$ cat src/logic/tcc_map.svh
// Register indices, field positions, codes and reset values of the timer channel
`ifndef TCC_MAP_SVH
`define TCC_MAP_SVH
`define TCC_ADDR_MIN   18
`define TCC_IDX_CTRL   16'hfe90
`define TCC_IDX_MODE   16'hfe91
`define TCC_IDX_IOCTRL 16'hfe92
`define TCC_IDX_INTEN  16'hfe93
`define TCC_IDX_STAT   16'hfe94
`define TCC_IDX_SYNC   16'hfe95
`define TCC_IDX_CNT    16'hfe96
`define TCC_IDX_GRA    16'hfe98
`define TCC_IDX_GRB    16'hfe9a
`define TCC_CCLR_HI    6
`define TCC_CCLR_LO    5
`define TCC_CKEG_HI    4
`define TCC_CKEG_LO    3
`define TCC_TPSC_HI    2
`define TCC_TPSC_LO    0
`define TCC_CCLR_NONE  2'b00
`define TCC_CCLR_A     2'b01
`define TCC_CCLR_B     2'b10
`define TCC_CCLR_SYNC  2'b11
`define TCC_PS_1       3'h0
`define TCC_PS_4       3'h1
`define TCC_PS_16      3'h2
`define TCC_PS_64      3'h3
`define TCC_PS_EXTA    3'h4
`define TCC_PS_EXTC    3'h5
`define TCC_PS_256     3'h6
`define TCC_PS_EXTD    3'h7
`define TCC_DIV4_BIT   1
`define TCC_DIV16_BIT  3
`define TCC_DIV64_BIT  5
`define TCC_DIV256_BIT 7
`define TCC_DIV_MIN    8
`define TCC_MODE_PHASE 2
`define TCC_MODE_MSB   3
`define TCC_IO_CAP     3
`define TCC_IO_INIT    2
`define TCC_IO_CHAIN   2
`define TCC_ST_FA      0
`define TCC_ST_FB      1
`define TCC_ST_OVF     4
`define TCC_ST_UDF     5
`define TCC_ST_MASK    8'h33
`define TCC_ADC_EN     7
`define TCC_CTRL_RST   7'h00
`define TCC_BYTE_RST   8'h00
`define TCC_GR_RST     16'hffff
`define TCC_CNT_RST    16'h0000
`define TCC_CNT_MAX    16'hffff
`endif

$ cat src/logic/tcc_pkg.sv
// Types and helpers shared by the timer channel modules
package tcc_pkg;
    typedef logic [15:0] tcc_word_t;
    typedef enum logic [1:0] {
        TCC_BUS_IDLE = 2'b00,
        TCC_BUS_ACK  = 2'b01
    } tcc_bus_e;

    function automatic tcc_word_t tcc_merge16(input tcc_word_t old_v,
                                              input logic [31:0] wd,
                                              input logic [3:0]  be);
        tcc_word_t r;
        r = old_v;
        if (be[0])
        begin
            r[7:0] = wd[7:0];
        end
        if (be[1])
        begin
            r[15:8] = wd[15:8];
        end
        return r;
    endfunction
endpackage

$ cat src/logic/tcc_ev_if.sv
// Count ticks, compare and capture events passed between the channel modules
`timescale 1ns/1ps
interface tcc_ev_if;
    logic       count_tick;
    logic       count_up;
    logic [2:0] prescale_sel;
    logic [1:0] edge_sel;
    logic       phase_mode;
    logic [3:0] io_code_b;
    logic       io_load;
    logic       match_b;
    logic       cap_strobe;
    modport pre (input prescale_sel, edge_sel, phase_mode,
                 output count_tick, count_up);
    modport cc  (input io_code_b, io_load, match_b, output cap_strobe);
    modport top (input count_tick, count_up, cap_strobe,
                 output prescale_sel, edge_sel, phase_mode,
                 output io_code_b, io_load, match_b);
endinterface

$ cat src/logic/tcc_prescaler.sv
// Count source selection, edge selection and phase decoding
`timescale 1ns/1ps
`include "tcc_map.svh"
module tcc_prescaler
    import tcc_pkg::*;
#(
    parameter int DIV_W = 8
)(
    input  wire logic clk_sys,
    input  wire logic reset,
    input  wire logic ext_clock_pin_a,
    input  wire logic ext_clock_pin_c,
    input  wire logic ext_clock_pin_d,
    tcc_ev_if.pre     ev
);
    if (DIV_W < `TCC_DIV_MIN) $error("tcc_prescaler: DIV_W too small");

    logic [DIV_W-1:0] div_q, div_d;
    logic [2:0]       s1_q, s1_d, s2_q, s2_d, prev_q, prev_d;
    logic             src_q, src_d, tick_q, tick_d, up_q, up_d;
    logic             rise, fall, hit, chg;

    always_comb
    begin
        div_d  = div_q + {{(DIV_W-1){1'b0}}, 1'b1};
        s1_d   = {ext_clock_pin_d, ext_clock_pin_c, ext_clock_pin_a};
        s2_d   = s1_q;
        prev_d = s2_q;
        case (ev.prescale_sel)
            `TCC_PS_4:    src_d = div_q[`TCC_DIV4_BIT];
            `TCC_PS_16:   src_d = div_q[`TCC_DIV16_BIT];
            `TCC_PS_64:   src_d = div_q[`TCC_DIV64_BIT];
            `TCC_PS_256:  src_d = div_q[`TCC_DIV256_BIT];
            `TCC_PS_EXTA: src_d = s2_q[0];
            `TCC_PS_EXTC: src_d = s2_q[1];
            `TCC_PS_EXTD: src_d = s2_q[2];
            default:      src_d = 1'b0;
        endcase
        rise = src_d & ~src_q;
        fall = ~src_d & src_q;
        if (ev.prescale_sel == `TCC_PS_1)
        begin
            hit = 1'b1;
        end
        else if (ev.edge_sel[1])
        begin
            hit = rise | fall;
        end
        else
        begin
            hit = ev.edge_sel[0] ? fall : rise;
        end
        // Phase inputs on pins C and D; edge field has no say here
        chg = (s2_q[1] ^ prev_q[1]) | (s2_q[2] ^ prev_q[2]);
        if (ev.phase_mode)
        begin
            tick_d = chg;
            up_d   = s2_q[1] ^ prev_q[2];
        end
        else
        begin
            tick_d = hit;
            up_d   = 1'b1;
        end
    end

    always_ff @(posedge clk_sys)
    begin
        if (reset)
        begin
            div_q  <= '0;
            s1_q   <= 3'h0;
            s2_q   <= 3'h0;
            prev_q <= 3'h0;
            src_q  <= 1'b0;
            tick_q <= 1'b0;
            up_q   <= 1'b1;
        end
        else
        begin
            div_q  <= div_d;
            s1_q   <= s1_d;
            s2_q   <= s2_d;
            prev_q <= prev_d;
            src_q  <= src_d;
            tick_q <= tick_d;
            up_q   <= up_d;
        end
    end

    assign ev.count_tick = tick_q;
    assign ev.count_up   = up_q;

    property p_fast_tick;
        @(posedge clk_sys) disable iff (reset)
        (!ev.phase_mode && ev.prescale_sel == `TCC_PS_1) |=> tick_q;
    endproperty
    a_fast_tick: assert property (p_fast_tick)
        else $error("div-1 source did not tick every cycle");
endmodule

$ cat src/logic/tcc_capcmp.sv
// Compare pin drive and capture triggering for general register B
`timescale 1ns/1ps
`include "tcc_map.svh"
module tcc_capcmp
    import tcc_pkg::*;
(
    input  wire logic clk_sys,
    input  wire logic reset,
    input  wire logic pin_in,
    input  wire logic neighbour_event,
    output logic      pin_out,
    output logic      pin_oe,
    tcc_ev_if.cc      ev
);
    logic       s1_q, s1_d, s2_q, s2_d, s3_q, s3_d;
    logic       out_q, out_d, oe_q, oe_d, cap_q, cap_d;
    logic [3:0] code;
    logic       cmp_on, rise, fall;

    always_comb
    begin
        code   = ev.io_code_b;
        s1_d   = pin_in;
        s2_d   = s1_q;
        s3_d   = s2_q;
        rise   = s2_q & ~s3_q;
        fall   = ~s2_q & s3_q;
        cmp_on = !code[`TCC_IO_CAP] && code[1:0] != 2'b00;
        out_d  = out_q;
        oe_d   = oe_q;
        if (ev.io_load)
        begin
            out_d = code[`TCC_IO_INIT];
            oe_d  = cmp_on;
        end
        else if (cmp_on && ev.match_b)
        begin
            case (code[1:0])
                2'b01:   out_d = 1'b0;
                2'b10:   out_d = 1'b1;
                default: out_d = ~out_q;
            endcase
        end
        cap_d = 1'b0;
        if (code[`TCC_IO_CAP] && code[`TCC_IO_CHAIN])
        begin
            cap_d = neighbour_event;
        end
        else if (code[`TCC_IO_CAP])
        begin
            if (code[1])
            begin
                cap_d = rise | fall;
            end
            else
            begin
                cap_d = code[0] ? fall : rise;
            end
        end
    end

    always_ff @(posedge clk_sys)
    begin
        if (reset)
        begin
            s1_q  <= 1'b0;
            s2_q  <= 1'b0;
            s3_q  <= 1'b0;
            out_q <= 1'b0;
            oe_q  <= 1'b0;
            cap_q <= 1'b0;
        end
        else
        begin
            s1_q  <= s1_d;
            s2_q  <= s2_d;
            s3_q  <= s3_d;
            out_q <= out_d;
            oe_q  <= oe_d;
            cap_q <= cap_d;
        end
    end

    assign pin_out       = out_q;
    assign pin_oe        = oe_q;
    assign ev.cap_strobe = cap_q;

    property p_init_level;
        @(posedge clk_sys) disable iff (reset)
        (ev.io_load && cmp_on) |=> (oe_q && out_q == $past(code[2]));
    endproperty
    a_init_level: assert property (p_init_level)
        else $error("initial compare level not driven");

    property p_disabled;
        @(posedge clk_sys) disable iff (reset)
        (ev.io_load && !code[3] && code[1:0] == 2'b00) |=> !oe_q;
    endproperty
    a_disabled: assert property (p_disabled)
        else $error("compare output enabled for code with low bits clear");

    property p_toggle;
        @(posedge clk_sys) disable iff (reset)
        (!ev.io_load && !code[3] && code[1:0] == 2'b11 && ev.match_b)
            |=> out_q != $past(out_q);
    endproperty
    a_toggle: assert property (p_toggle)
        else $error("toggle code did not toggle on match");

    property p_chain;
        @(posedge clk_sys) disable iff (reset)
        (code[3:2] == 2'b11 && neighbour_event) |=> cap_q;
    endproperty
    a_chain: assert property (p_chain)
        else $error("neighbour event did not trigger capture");
endmodule

$ cat src/logic/tcc_top.sv
// Timer channel with compare and capture, Avalon-MM register slave
//
// Register access over Avalon-MM was decided locally.
`timescale 1ns/1ps
`include "tcc_map.svh"
module tcc_top
    import tcc_pkg::*;
#(
    parameter int ADDR_W = 18
)(
    input  wire logic              clk_sys,
    input  wire logic              reset,
    input  wire logic [ADDR_W-1:0] avs_address,
    input  wire logic              avs_read,
    input  wire logic              avs_write,
    input  wire logic [31:0]       avs_writedata,
    input  wire logic [3:0]        avs_byteenable,
    output logic      [31:0]       avs_readdata,
    output logic                   avs_waitrequest,
    input  wire logic              ext_clock_pin_a,
    input  wire logic              ext_clock_pin_c,
    input  wire logic              ext_clock_pin_d,
    input  wire logic              capture_compare_pin_b_in,
    output logic                   capture_compare_pin_b_out,
    output logic                   capture_compare_pin_b_oe,
    input  wire logic              neighbour_event,
    input  wire logic              sync_clear_in,
    output logic                   adc_start_req,
    output logic                   irq
);
    if (ADDR_W < `TCC_ADDR_MIN) $error("tcc_top: ADDR_W too small");

    tcc_ev_if ev ();

    tcc_prescaler #(
        .DIV_W (8)
    ) u_pre (
        .clk_sys         (clk_sys),
        .reset           (reset),
        .ext_clock_pin_a (ext_clock_pin_a),
        .ext_clock_pin_c (ext_clock_pin_c),
        .ext_clock_pin_d (ext_clock_pin_d),
        .ev              (ev.pre)
    );

    tcc_capcmp u_cc (
        .clk_sys         (clk_sys),
        .reset           (reset),
        .pin_in          (capture_compare_pin_b_in),
        .neighbour_event (neighbour_event),
        .pin_out         (capture_compare_pin_b_out),
        .pin_oe          (capture_compare_pin_b_oe),
        .ev              (ev.cc)
    );

    tcc_bus_e   bus_q, bus_d;
    logic       wait_q, wait_d;
    logic [31:0] rdata_q, rdata_d;
    tcc_word_t  gra_q, gra_d, grb_q, grb_d, cnt_q, cnt_d;
    logic [6:0] ctrl_q, ctrl_d;
    logic [2:0] mode_q, mode_d;
    logic [7:0] io_q, io_d, inten_q, inten_d;
    logic [7:0] stat_q, stat_d, armed_q, armed_d, set_ev;
    logic       sync_q, sync_d, io_load_q, io_load_d;
    logic       eqa_q, eqa_d, eqb_q, eqb_d;
    logic       adc_q, adc_d, irq_q, irq_d;
    logic [15:0] sel;
    logic       acc, wr, rd, match_a, match_b, clr, ovf, udf;
    logic       wr_cnt, wr_grb, wr_stat;

    assign sel     = avs_address[ADDR_W-1:2];
    assign acc     = (bus_q == TCC_BUS_IDLE) && (avs_read || avs_write);
    assign wr      = acc && avs_write;
    assign rd      = acc && avs_read;
    assign wr_cnt  = wr && sel == `TCC_IDX_CNT;
    assign wr_grb  = wr && sel == `TCC_IDX_GRB;
    assign wr_stat = wr && sel == `TCC_IDX_STAT && avs_byteenable[0];

    // Match is taken on the first cycle of equality so a stalled count
    // cannot raise it again every cycle
    assign eqa_d   = cnt_q == gra_q;
    assign eqb_d   = cnt_q == grb_q;
    assign match_a = eqa_d && !eqa_q;
    assign match_b = eqb_d && !eqb_q && !io_q[7];

    assign ev.prescale_sel = ctrl_q[`TCC_TPSC_HI:`TCC_TPSC_LO];
    assign ev.edge_sel     = ctrl_q[`TCC_CKEG_HI:`TCC_CKEG_LO];
    assign ev.phase_mode   = mode_q[`TCC_MODE_PHASE];
    assign ev.io_code_b    = io_q[7:4];
    assign ev.io_load      = io_load_q;
    assign ev.match_b      = match_b;

    always_comb
    begin
        case (ctrl_q[`TCC_CCLR_HI:`TCC_CCLR_LO])
            `TCC_CCLR_A:    clr = match_a;
            `TCC_CCLR_B:    clr = match_b || ev.cap_strobe;
            `TCC_CCLR_SYNC: clr = sync_q && sync_clear_in;
            default:        clr = 1'b0;
        endcase
        ovf = ev.count_tick && ev.count_up && cnt_q == `TCC_CNT_MAX;
        udf = ev.count_tick && !ev.count_up && cnt_q == `TCC_CNT_RST;
        set_ev = 8'h00;
        set_ev[`TCC_ST_FA]  = match_a;
        set_ev[`TCC_ST_FB]  = match_b || ev.cap_strobe;
        set_ev[`TCC_ST_OVF] = ovf;
        set_ev[`TCC_ST_UDF] = udf;

        bus_d     = acc ? TCC_BUS_ACK : TCC_BUS_IDLE;
        wait_d    = !acc;
        rdata_d   = rdata_q;
        gra_d     = gra_q;
        grb_d     = grb_q;
        cnt_d     = cnt_q;
        ctrl_d    = ctrl_q;
        mode_d    = mode_q;
        io_d      = io_q;
        inten_d   = inten_q;
        sync_d    = sync_q;
        io_load_d = 1'b0;
        stat_d    = stat_q;
        armed_d   = armed_q;

        if (clr)
        begin
            cnt_d = `TCC_CNT_RST;
        end
        else if (ev.count_tick)
        begin
            cnt_d = ev.count_up ? cnt_q + 16'h0001
                                : cnt_q - 16'h0001;
        end
        if (ev.cap_strobe)
        begin
            grb_d = cnt_q;
        end

        if (rd)
        begin
            case (sel)
                `TCC_IDX_CTRL:   rdata_d = {25'h0, ctrl_q};
                `TCC_IDX_MODE:   rdata_d = {29'h0, mode_q};
                `TCC_IDX_IOCTRL: rdata_d = {24'h0, io_q};
                `TCC_IDX_INTEN:  rdata_d = {24'h0, inten_q};
                `TCC_IDX_STAT:   rdata_d = {24'h0, stat_q};
                `TCC_IDX_SYNC:   rdata_d = {31'h0, sync_q};
                `TCC_IDX_CNT:    rdata_d = {16'h0, cnt_q};
                `TCC_IDX_GRA:    rdata_d = {16'h0, gra_q};
                `TCC_IDX_GRB:    rdata_d = {16'h0, grb_q};
                default:         rdata_d = 32'h0;
            endcase
            if (sel == `TCC_IDX_STAT)
            begin
                armed_d = armed_q | stat_q;
            end
        end

        if (wr && avs_byteenable[0])
        begin
            case (sel)
                `TCC_IDX_CTRL:   ctrl_d = avs_writedata[6:0];
                `TCC_IDX_MODE:   mode_d = avs_writedata[2:0];
                `TCC_IDX_IOCTRL:
                begin
                    io_d      = avs_writedata[7:0];
                    io_load_d = 1'b1;
                end
                `TCC_IDX_INTEN:  inten_d = avs_writedata[7:0] &
                                           (`TCC_ST_MASK | 8'h80);
                `TCC_IDX_SYNC:   sync_d = avs_writedata[0];
                default:         sync_d = sync_q;
            endcase
        end
        if (wr && sel == `TCC_IDX_GRA)
        begin
            gra_d = tcc_merge16(gra_q, avs_writedata, avs_byteenable);
        end
        // Capture wins over a software write in the same cycle
        if (wr_grb && !ev.cap_strobe)
        begin
            grb_d = tcc_merge16(grb_q, avs_writedata, avs_byteenable);
        end
        if (wr_cnt)
        begin
            cnt_d = tcc_merge16(cnt_q, avs_writedata, avs_byteenable);
        end
        if (wr_stat)
        begin
            // Only zeros clear, and only flags already seen as one
            stat_d  = stat_q & ~(armed_q & ~avs_writedata[7:0]);
            armed_d = armed_q & avs_writedata[7:0];
        end
        stat_d = (stat_d | set_ev) & `TCC_ST_MASK;

        adc_d = inten_q[`TCC_ADC_EN] && match_a;
        irq_d = |(stat_q & inten_q & `TCC_ST_MASK);
    end

    always_ff @(posedge clk_sys)
    begin
        if (reset)
        begin
            bus_q     <= TCC_BUS_IDLE;
            wait_q    <= 1'b1;
            rdata_q   <= 32'h0;
            gra_q     <= `TCC_GR_RST;
            grb_q     <= `TCC_GR_RST;
            cnt_q     <= `TCC_CNT_RST;
            ctrl_q    <= `TCC_CTRL_RST;
            mode_q    <= 3'h0;
            io_q      <= `TCC_BYTE_RST;
            inten_q   <= `TCC_BYTE_RST;
            stat_q    <= `TCC_BYTE_RST;
            armed_q   <= `TCC_BYTE_RST;
            sync_q    <= 1'b0;
            io_load_q <= 1'b0;
            eqa_q     <= 1'b0;
            eqb_q     <= 1'b0;
            adc_q     <= 1'b0;
            irq_q     <= 1'b0;
        end
        else
        begin
            bus_q     <= bus_d;
            wait_q    <= wait_d;
            rdata_q   <= rdata_d;
            gra_q     <= gra_d;
            grb_q     <= grb_d;
            cnt_q     <= cnt_d;
            ctrl_q    <= ctrl_d;
            mode_q    <= mode_d;
            io_q      <= io_d;
            inten_q   <= inten_d;
            stat_q    <= stat_d;
            armed_q   <= armed_d;
            sync_q    <= sync_d;
            io_load_q <= io_load_d;
            eqa_q     <= eqa_d;
            eqb_q     <= eqb_d;
            adc_q     <= adc_d;
            irq_q     <= irq_d;
        end
    end

    assign avs_readdata    = rdata_q;
    assign avs_waitrequest = wait_q;
    assign adc_start_req   = adc_q;
    assign irq             = irq_q;

    property p_adc_gate;
        @(posedge clk_sys) disable iff (reset)
        adc_start_req |-> $past(inten_q[7]) && $past(match_a);
    endproperty
    a_adc_gate: assert property (p_adc_gate)
        else $error("A/D request issued while disabled");

    property p_one_ignored;
        @(posedge clk_sys) disable iff (reset)
        (wr_stat && stat_q[0] && avs_writedata[0]) |=> stat_q[0];
    endproperty
    a_one_ignored: assert property (p_one_ignored)
        else $error("writing one cleared a flag");

    property p_flag_clear;
        @(posedge clk_sys) disable iff (reset)
        (wr_stat && armed_q[0] && !avs_writedata[0] && !match_a)
            |=> !stat_q[0];
    endproperty
    a_flag_clear: assert property (p_flag_clear)
        else $error("flag A not cleared after read and zero write");

    property p_no_blind_clear;
        @(posedge clk_sys) disable iff (reset)
        (wr_stat && !armed_q[0] && stat_q[0]) |=> stat_q[0];
    endproperty
    a_no_blind_clear: assert property (p_no_blind_clear)
        else $error("flag A cleared without a prior read");

    property p_up_only;
        @(posedge clk_sys) disable iff (reset)
        (!mode_q[2] && ev.count_tick && !clr && !wr_cnt)
            |=> cnt_q == $past(cnt_q) + 16'h0001;
    endproperty
    a_up_only: assert property (p_up_only)
        else $error("counter did not count up outside phase mode");

    property p_clear_a;
        @(posedge clk_sys) disable iff (reset)
        (ctrl_q[6:5] == 2'b01 && match_a && !wr_cnt) |=> cnt_q == 16'h0000;
    endproperty
    a_clear_a: assert property (p_clear_a)
        else $error("counter not cleared on register A match");

    property p_capture;
        @(posedge clk_sys) disable iff (reset)
        ev.cap_strobe |=> grb_q == $past(cnt_q);
    endproperty
    a_capture: assert property (p_capture)
        else $error("register B did not capture the counter");

    property p_gra_rw;
        @(posedge clk_sys) disable iff (reset)
        (wr && sel == 16'hfe98 && avs_byteenable[1:0] == 2'b11)
            |=> gra_q == $past(avs_writedata[15:0]);
    endproperty
    a_gra_rw: assert property (p_gra_rw)
        else $error("register A write lost");

    property p_mode_msb;
        @(posedge clk_sys) disable iff (reset)
        (rd && sel == 16'hfe91) |=> !avs_readdata[3] ##1 avs_waitrequest;
    endproperty
    a_mode_msb: assert property (p_mode_msb)
        else $error("mode top bit read back as one");
endmodule

$ cat config.mk
export PLATFORM = sky130hd
export DESIGN_NAME = tcc_top
export DESIGN_NICKNAME = d
export VERILOG_FILES = /design/src/logic/tcc_pkg.sv /design/src/logic/tcc_ev_if.sv /design/src/logic/tcc_prescaler.sv /design/src/logic/tcc_capcmp.sv /design/src/logic/tcc_top.sv
export VERILOG_INCLUDE_DIRS = /design/src /design/src/logic
export SDC_FILE = /design/constraint.sdc
export NUM_CORES = 1
export LEC_CHECK = 0
export ABC_AREA = 0
export ABC_CLOCK_PERIOD_IN_PS = 7200
export BUFFER_PORTS_ARGS = -buffer_cell sky130_fd_sc_hd__buf_2
export CAP_MARGIN = 40
export CORE_MARGIN = 5
export CORE_UTILIZATION = 51
export CTS_CLUSTER_SIZE = 25
export DETAILED_ROUTE_END_ITERATION = 10
export PLACE_DENSITY = 0.7
export SLEW_MARGIN = 20
export SYNTH_ARGS = -nofsm -noshare
export SYNTH_HDL_FRONTEND = slang
export SYNTH_SLANG_ARGS = --single-unit
$ cat constraint.sdc
create_clock -name clk_sys -period 7.2 [get_ports clk_sys]
set_input_delay 0.72 -clock clk_sys [delete_from_list [all_inputs] [get_ports clk_sys]]
set_output_delay 0.72 -clock clk_sys [all_outputs]
set_load 0.005 [all_outputs]
==> impl_metrics.env <==
export IMPL_cts_resized=0
export IMPL_dr_max_layer_used="met4"
export IMPL_grt_remaining_overflow=0
export IMPL_setup_viol=0
export IMPL_die_height_um=130
export IMPL_dpl_cell_count=1044
export IMPL_antenna_cells=0
export IMPL_total_power_mw=1.67
export IMPL_synth_cell_types=70
export IMPL_hold_depth=1
export IMPL_rows=44
export IMPL_crit_fanout=20
export IMPL_ys_flop_type="dfxtp_1"
export IMPL_hp_class="reg2reg"
export IMPL_hold_viol_final=0
export IMPL_cp_required_ns=7.48
export IMPL_p_leak_nw=3.32
export IMPL_fillers=1298
export IMPL_pwr_share_comb_pct=7.7
export IMPL_ioPinCount=101
export IMPL_seq_area_frac_synth_pct=34.7
export IMPL_async_reset_ff_share_pct=0
export IMPL_critPathMaxStageDelay_ns=0.69
export IMPL_pwr_share_seq_pct=44.4
export IMPL_met1Wirelength_um=9010
export IMPL_power_density_nw_per_um2=203
export IMPL_cts_htree_levels=4
export IMPL_ant_nets=0
export IMPL_initial_core_util_pct=51.4
export IMPL_cts_sinks=128
export IMPL_chipWidth_um=130
export IMPL_internal_power_mw=1.26
export IMPL_skew_ns=0.0127
export IMPL_fin_crit_sh_pct=50.2
export IMPL_cap_violations=0
export IMPL_slew_viol_final=0
export IMPL_tns_ns=0
export IMPL_core_area_sq_um=14400
export IMPL_layout_area_seq_sq_um=2560
export IMPL_grt_max_degree=57
export IMPL_nets=966
export IMPL_synth_top_cell_area_share_pct=34.7
export IMPL_via_count=6383
export IMPL_p_switching_uw=413
export IMPL_synthToLayoutAreaGrowth_pct=11.4
export IMPL_avgSynthCellArea_sq_um=8.63
export IMPL_worst_r2r_endpoint="cnt_q[7]$_SDFFE_PP0P_"
export IMPL_path_clk_slew_ns=0.05
export IMPL_crit_arrival_ns=3.90
export IMPL_cp_end_kind="flop"
export IMPL_max_freq_mhz=277
export IMPL_rr_worst_depth=7
export IMPL_worst_slack_ns=3.59
export IMPL_cts_tree="yes"
export IMPL_p_clk_share_pct=47.9
export IMPL_cts_buffers=17
export IMPL_worst_setup_path_start_kind="input pin"
export IMPL_clock_path_buffers=2
export IMPL_finalNonFillerCells=1075
export IMPL_synth_edf_count=0
export IMPL_status="complete, no violations"
export IMPL_p_sw_share_pct=24.7
export IMPL_critPathTopFamily="simple AND/OR/NAND/NOR gates"
export IMPL_grt_setup_unrepaired="no"
export IMPL_crit_buf_inv=3
export IMPL_path_class="in2reg"
export IMPL_post_cts_buffers=0
export IMPL_cp_cell_sequence="buf_2 > buf_16 > nor2b_1 > nand4bb_1 > nor2_1 > buf_4 > or4_1 > and2_1 > a311oi_1"
export IMPL_synth_area_leaders="dfxtp_1, mux2i_1, a21oi_1, ha_1, xnor2_1"
export IMPL_gp_congestion=0.892
export IMPL_die_area_sq_um=17000
export IMPL_ys_ff_latch=128
export IMPL_multiInputGateArea_sq_um=4390
export IMPL_dpl_hpwl_um=13800
export IMPL_max_slew_margin_pct=41.5
export IMPL_routed_wl_um=19700
export IMPL_netlist_instances=856
export IMPL_slowest_stage="nor2b_1"
export IMPL_drive_above_1_share_pct=15.9
export IMPL_rr_startpoint="cnt_q[0]$_SDFFE_PP0P_"
export IMPL_yosysTopAreaCell="dfxtp_1"
export IMPL_dr_wl_met2_um=8960
export IMPL_dr_pass1_iters=6
export IMPL_grt_use_total_pct=23.5
export IMPL_wire_per_inst_um=18.3
export IMPL_drt_iter0_markers=745
export IMPL_holdBufCountCts=0
export IMPL_ys_warnings_count=0
export IMPL_netlist_area_sq_um=7380
export IMPL_root_buffer="clkbuf_16"
export IMPL_grt_pass1_wl_um=31400
export IMPL_r2r_setup_slack_ns=3.87
export IMPL_place_ws_ns=3.27
export IMPL_hold_end="u_cc.s2_q$_SDFF_PP0_"
export IMPL_ir_worst_vdd_mv=0.159
export IMPL_fin_crit_ns=3.61
export IMPL_drcViolationCount=0
export IMPL_tightest_slew_ns=0.871
export IMPL_first_global_vias=5900
export IMPL_portBuffers=64
export IMPL_antenna_found_initial=0
export IMPL_met3_wirelength_um=1350
export IMPL_viasPerCell=5.94
export IMPL_worstHoldStart="u_cc.s1_q$_SDFF_PP0_"
export IMPL_clock_latency_ns=0.43
-- sequential cells by signal, indices dropped and copies added (netlist names), 3 cells and up --
signal,count
avs_readdata,16
cnt_q,16
gra_q,16
grb_q,16
io_q,8
u_pre.div_q,8
ctrl_q,7
inten_q,5
armed_q,4
stat_q,4
mode_q,3
u_pre.prev_d,3
u_pre.s1_q,3
-- layout make-up --
| cell class | count | area share (%) |
|---|---|---|
| multi-input combinational | 640 | 53.4 |
| sequential | 128 | 31.1 |
| clock buffer | 20 | 5.55 |
| timing repair buffer | 72 | 5.11 |
| inverter | 21 | 0.958 |
| tap | 184 | 2.80 |
| clock inverter | 10 | 1.08 |
-- how the worst max path moves through the flow --
stage                         startpoint                endpoint  slack [ns]  cells past startpoint
final                     avs_address[3]   cnt_q[7]$_SDFFE_PP0P_        3.59                      9
after global routing      avs_address[3]   cnt_q[7]$_SDFFE_PP0P_        3.35                      9
after CTS                 avs_address[3]   cnt_q[7]$_SDFFE_PP0P_        3.71                      9
after detailed placement  avs_address[3]   cnt_q[7]$_SDFFE_PP0P_        3.27                      9
after global placement    avs_address[3]   cnt_q[7]$_SDFFE_PP0P_        3.15                      8
after floorplan           avs_address[8]  grb_q[14]$_SDFFE_PP1P_        4.34                      9
-- cell usage in the layout, fill, tap and decap left out, drive strengths merged, types with 3 or more instances in the layout --
cell type and count:
nand2 68, a21oi 58, a31oi 5, nand3 24, clkinv 4, nor2 61, xnor2 30, o21a 4
o211a 3, nand4 18, o21ai 27, a222oi 3, xor2 22, o221ai 3, nand2b 24, conb 16
a211oi 9, o211ai 5, nor2b 34, nor4 13, inv 22, a22oi 23, clkbuf 20, dfxtp 128
a211o 16, and2 5, ha 21, buf 72, mux2 23, a311oi 7, and3 9, a32oi 3
or2 4, mux2i 40, clkinvlp 4, a21bo 3, nor3 18, or3 6, nor3b 4
-- power by group through the flow --
stage / combinational (mW) / sequential, mW / clock [mW]
floorplan: 0.106 / 0.739 / 0
global placement: 0.121 / 0.757 / 0
detailed placement: 0.125 / 0.757 / 0
CTS: 0.126 / 0.742 / 0.811
global route: 0.141 / 0.744 / 0.843
finish: 0.129 / 0.743 / 0.802
-- metal layers --
layer,vias up,GRT usage [%]
met2,247,36.5
li1,3073,-
met1,3030,32.8
met4,0,8.13
met3,33,4.26
met5,-,0
-- synthesized netlist by cell type (22+ instances only) --
cell type	n
nand2_1	68
a22oi_1	23
nor2_1	61
xnor2_1	30
nand3_1	24
clkbuf_1	37
a21oi_1	58
nor2b_1	34
nand2b_1	24
xor2_1	22
o21ai_0	26
mux2i_1	40
dfxtp_1	128
-- cells by family after synthesis --
kind of cell             count (synthesis)  synth area share (%)
AND/OR/NAND/NOR                        300                  21.6
AO/OA/AOI/OAI                          186                  17.2
flip-flops                             128                  34.7
buffers and inverters                  103                  6.68
multiplexers                            64                  9.74
XOR/XNOR                                52                  6.17
adder cells (fa/ha/maj)                 22                  3.83
other                                    1                0.0508
-- per-stage QoR --
step | instance area, sq um | utilization (%) | hold slack [ns]
2_1_floorplan | 7440 | - | 0.413
3_3_place_gp | 7610 | 53.0 | 0.418
3_5_place_dp | 7670 | 53.4 | 0.427
4_1_cts | 8210 | 57.1 | 0.440
5_1_grt | 8230 | 57.3 | 0.458
6_report | 8230 | 57.3 | 0.433
(Power assumes the default switching activity.)
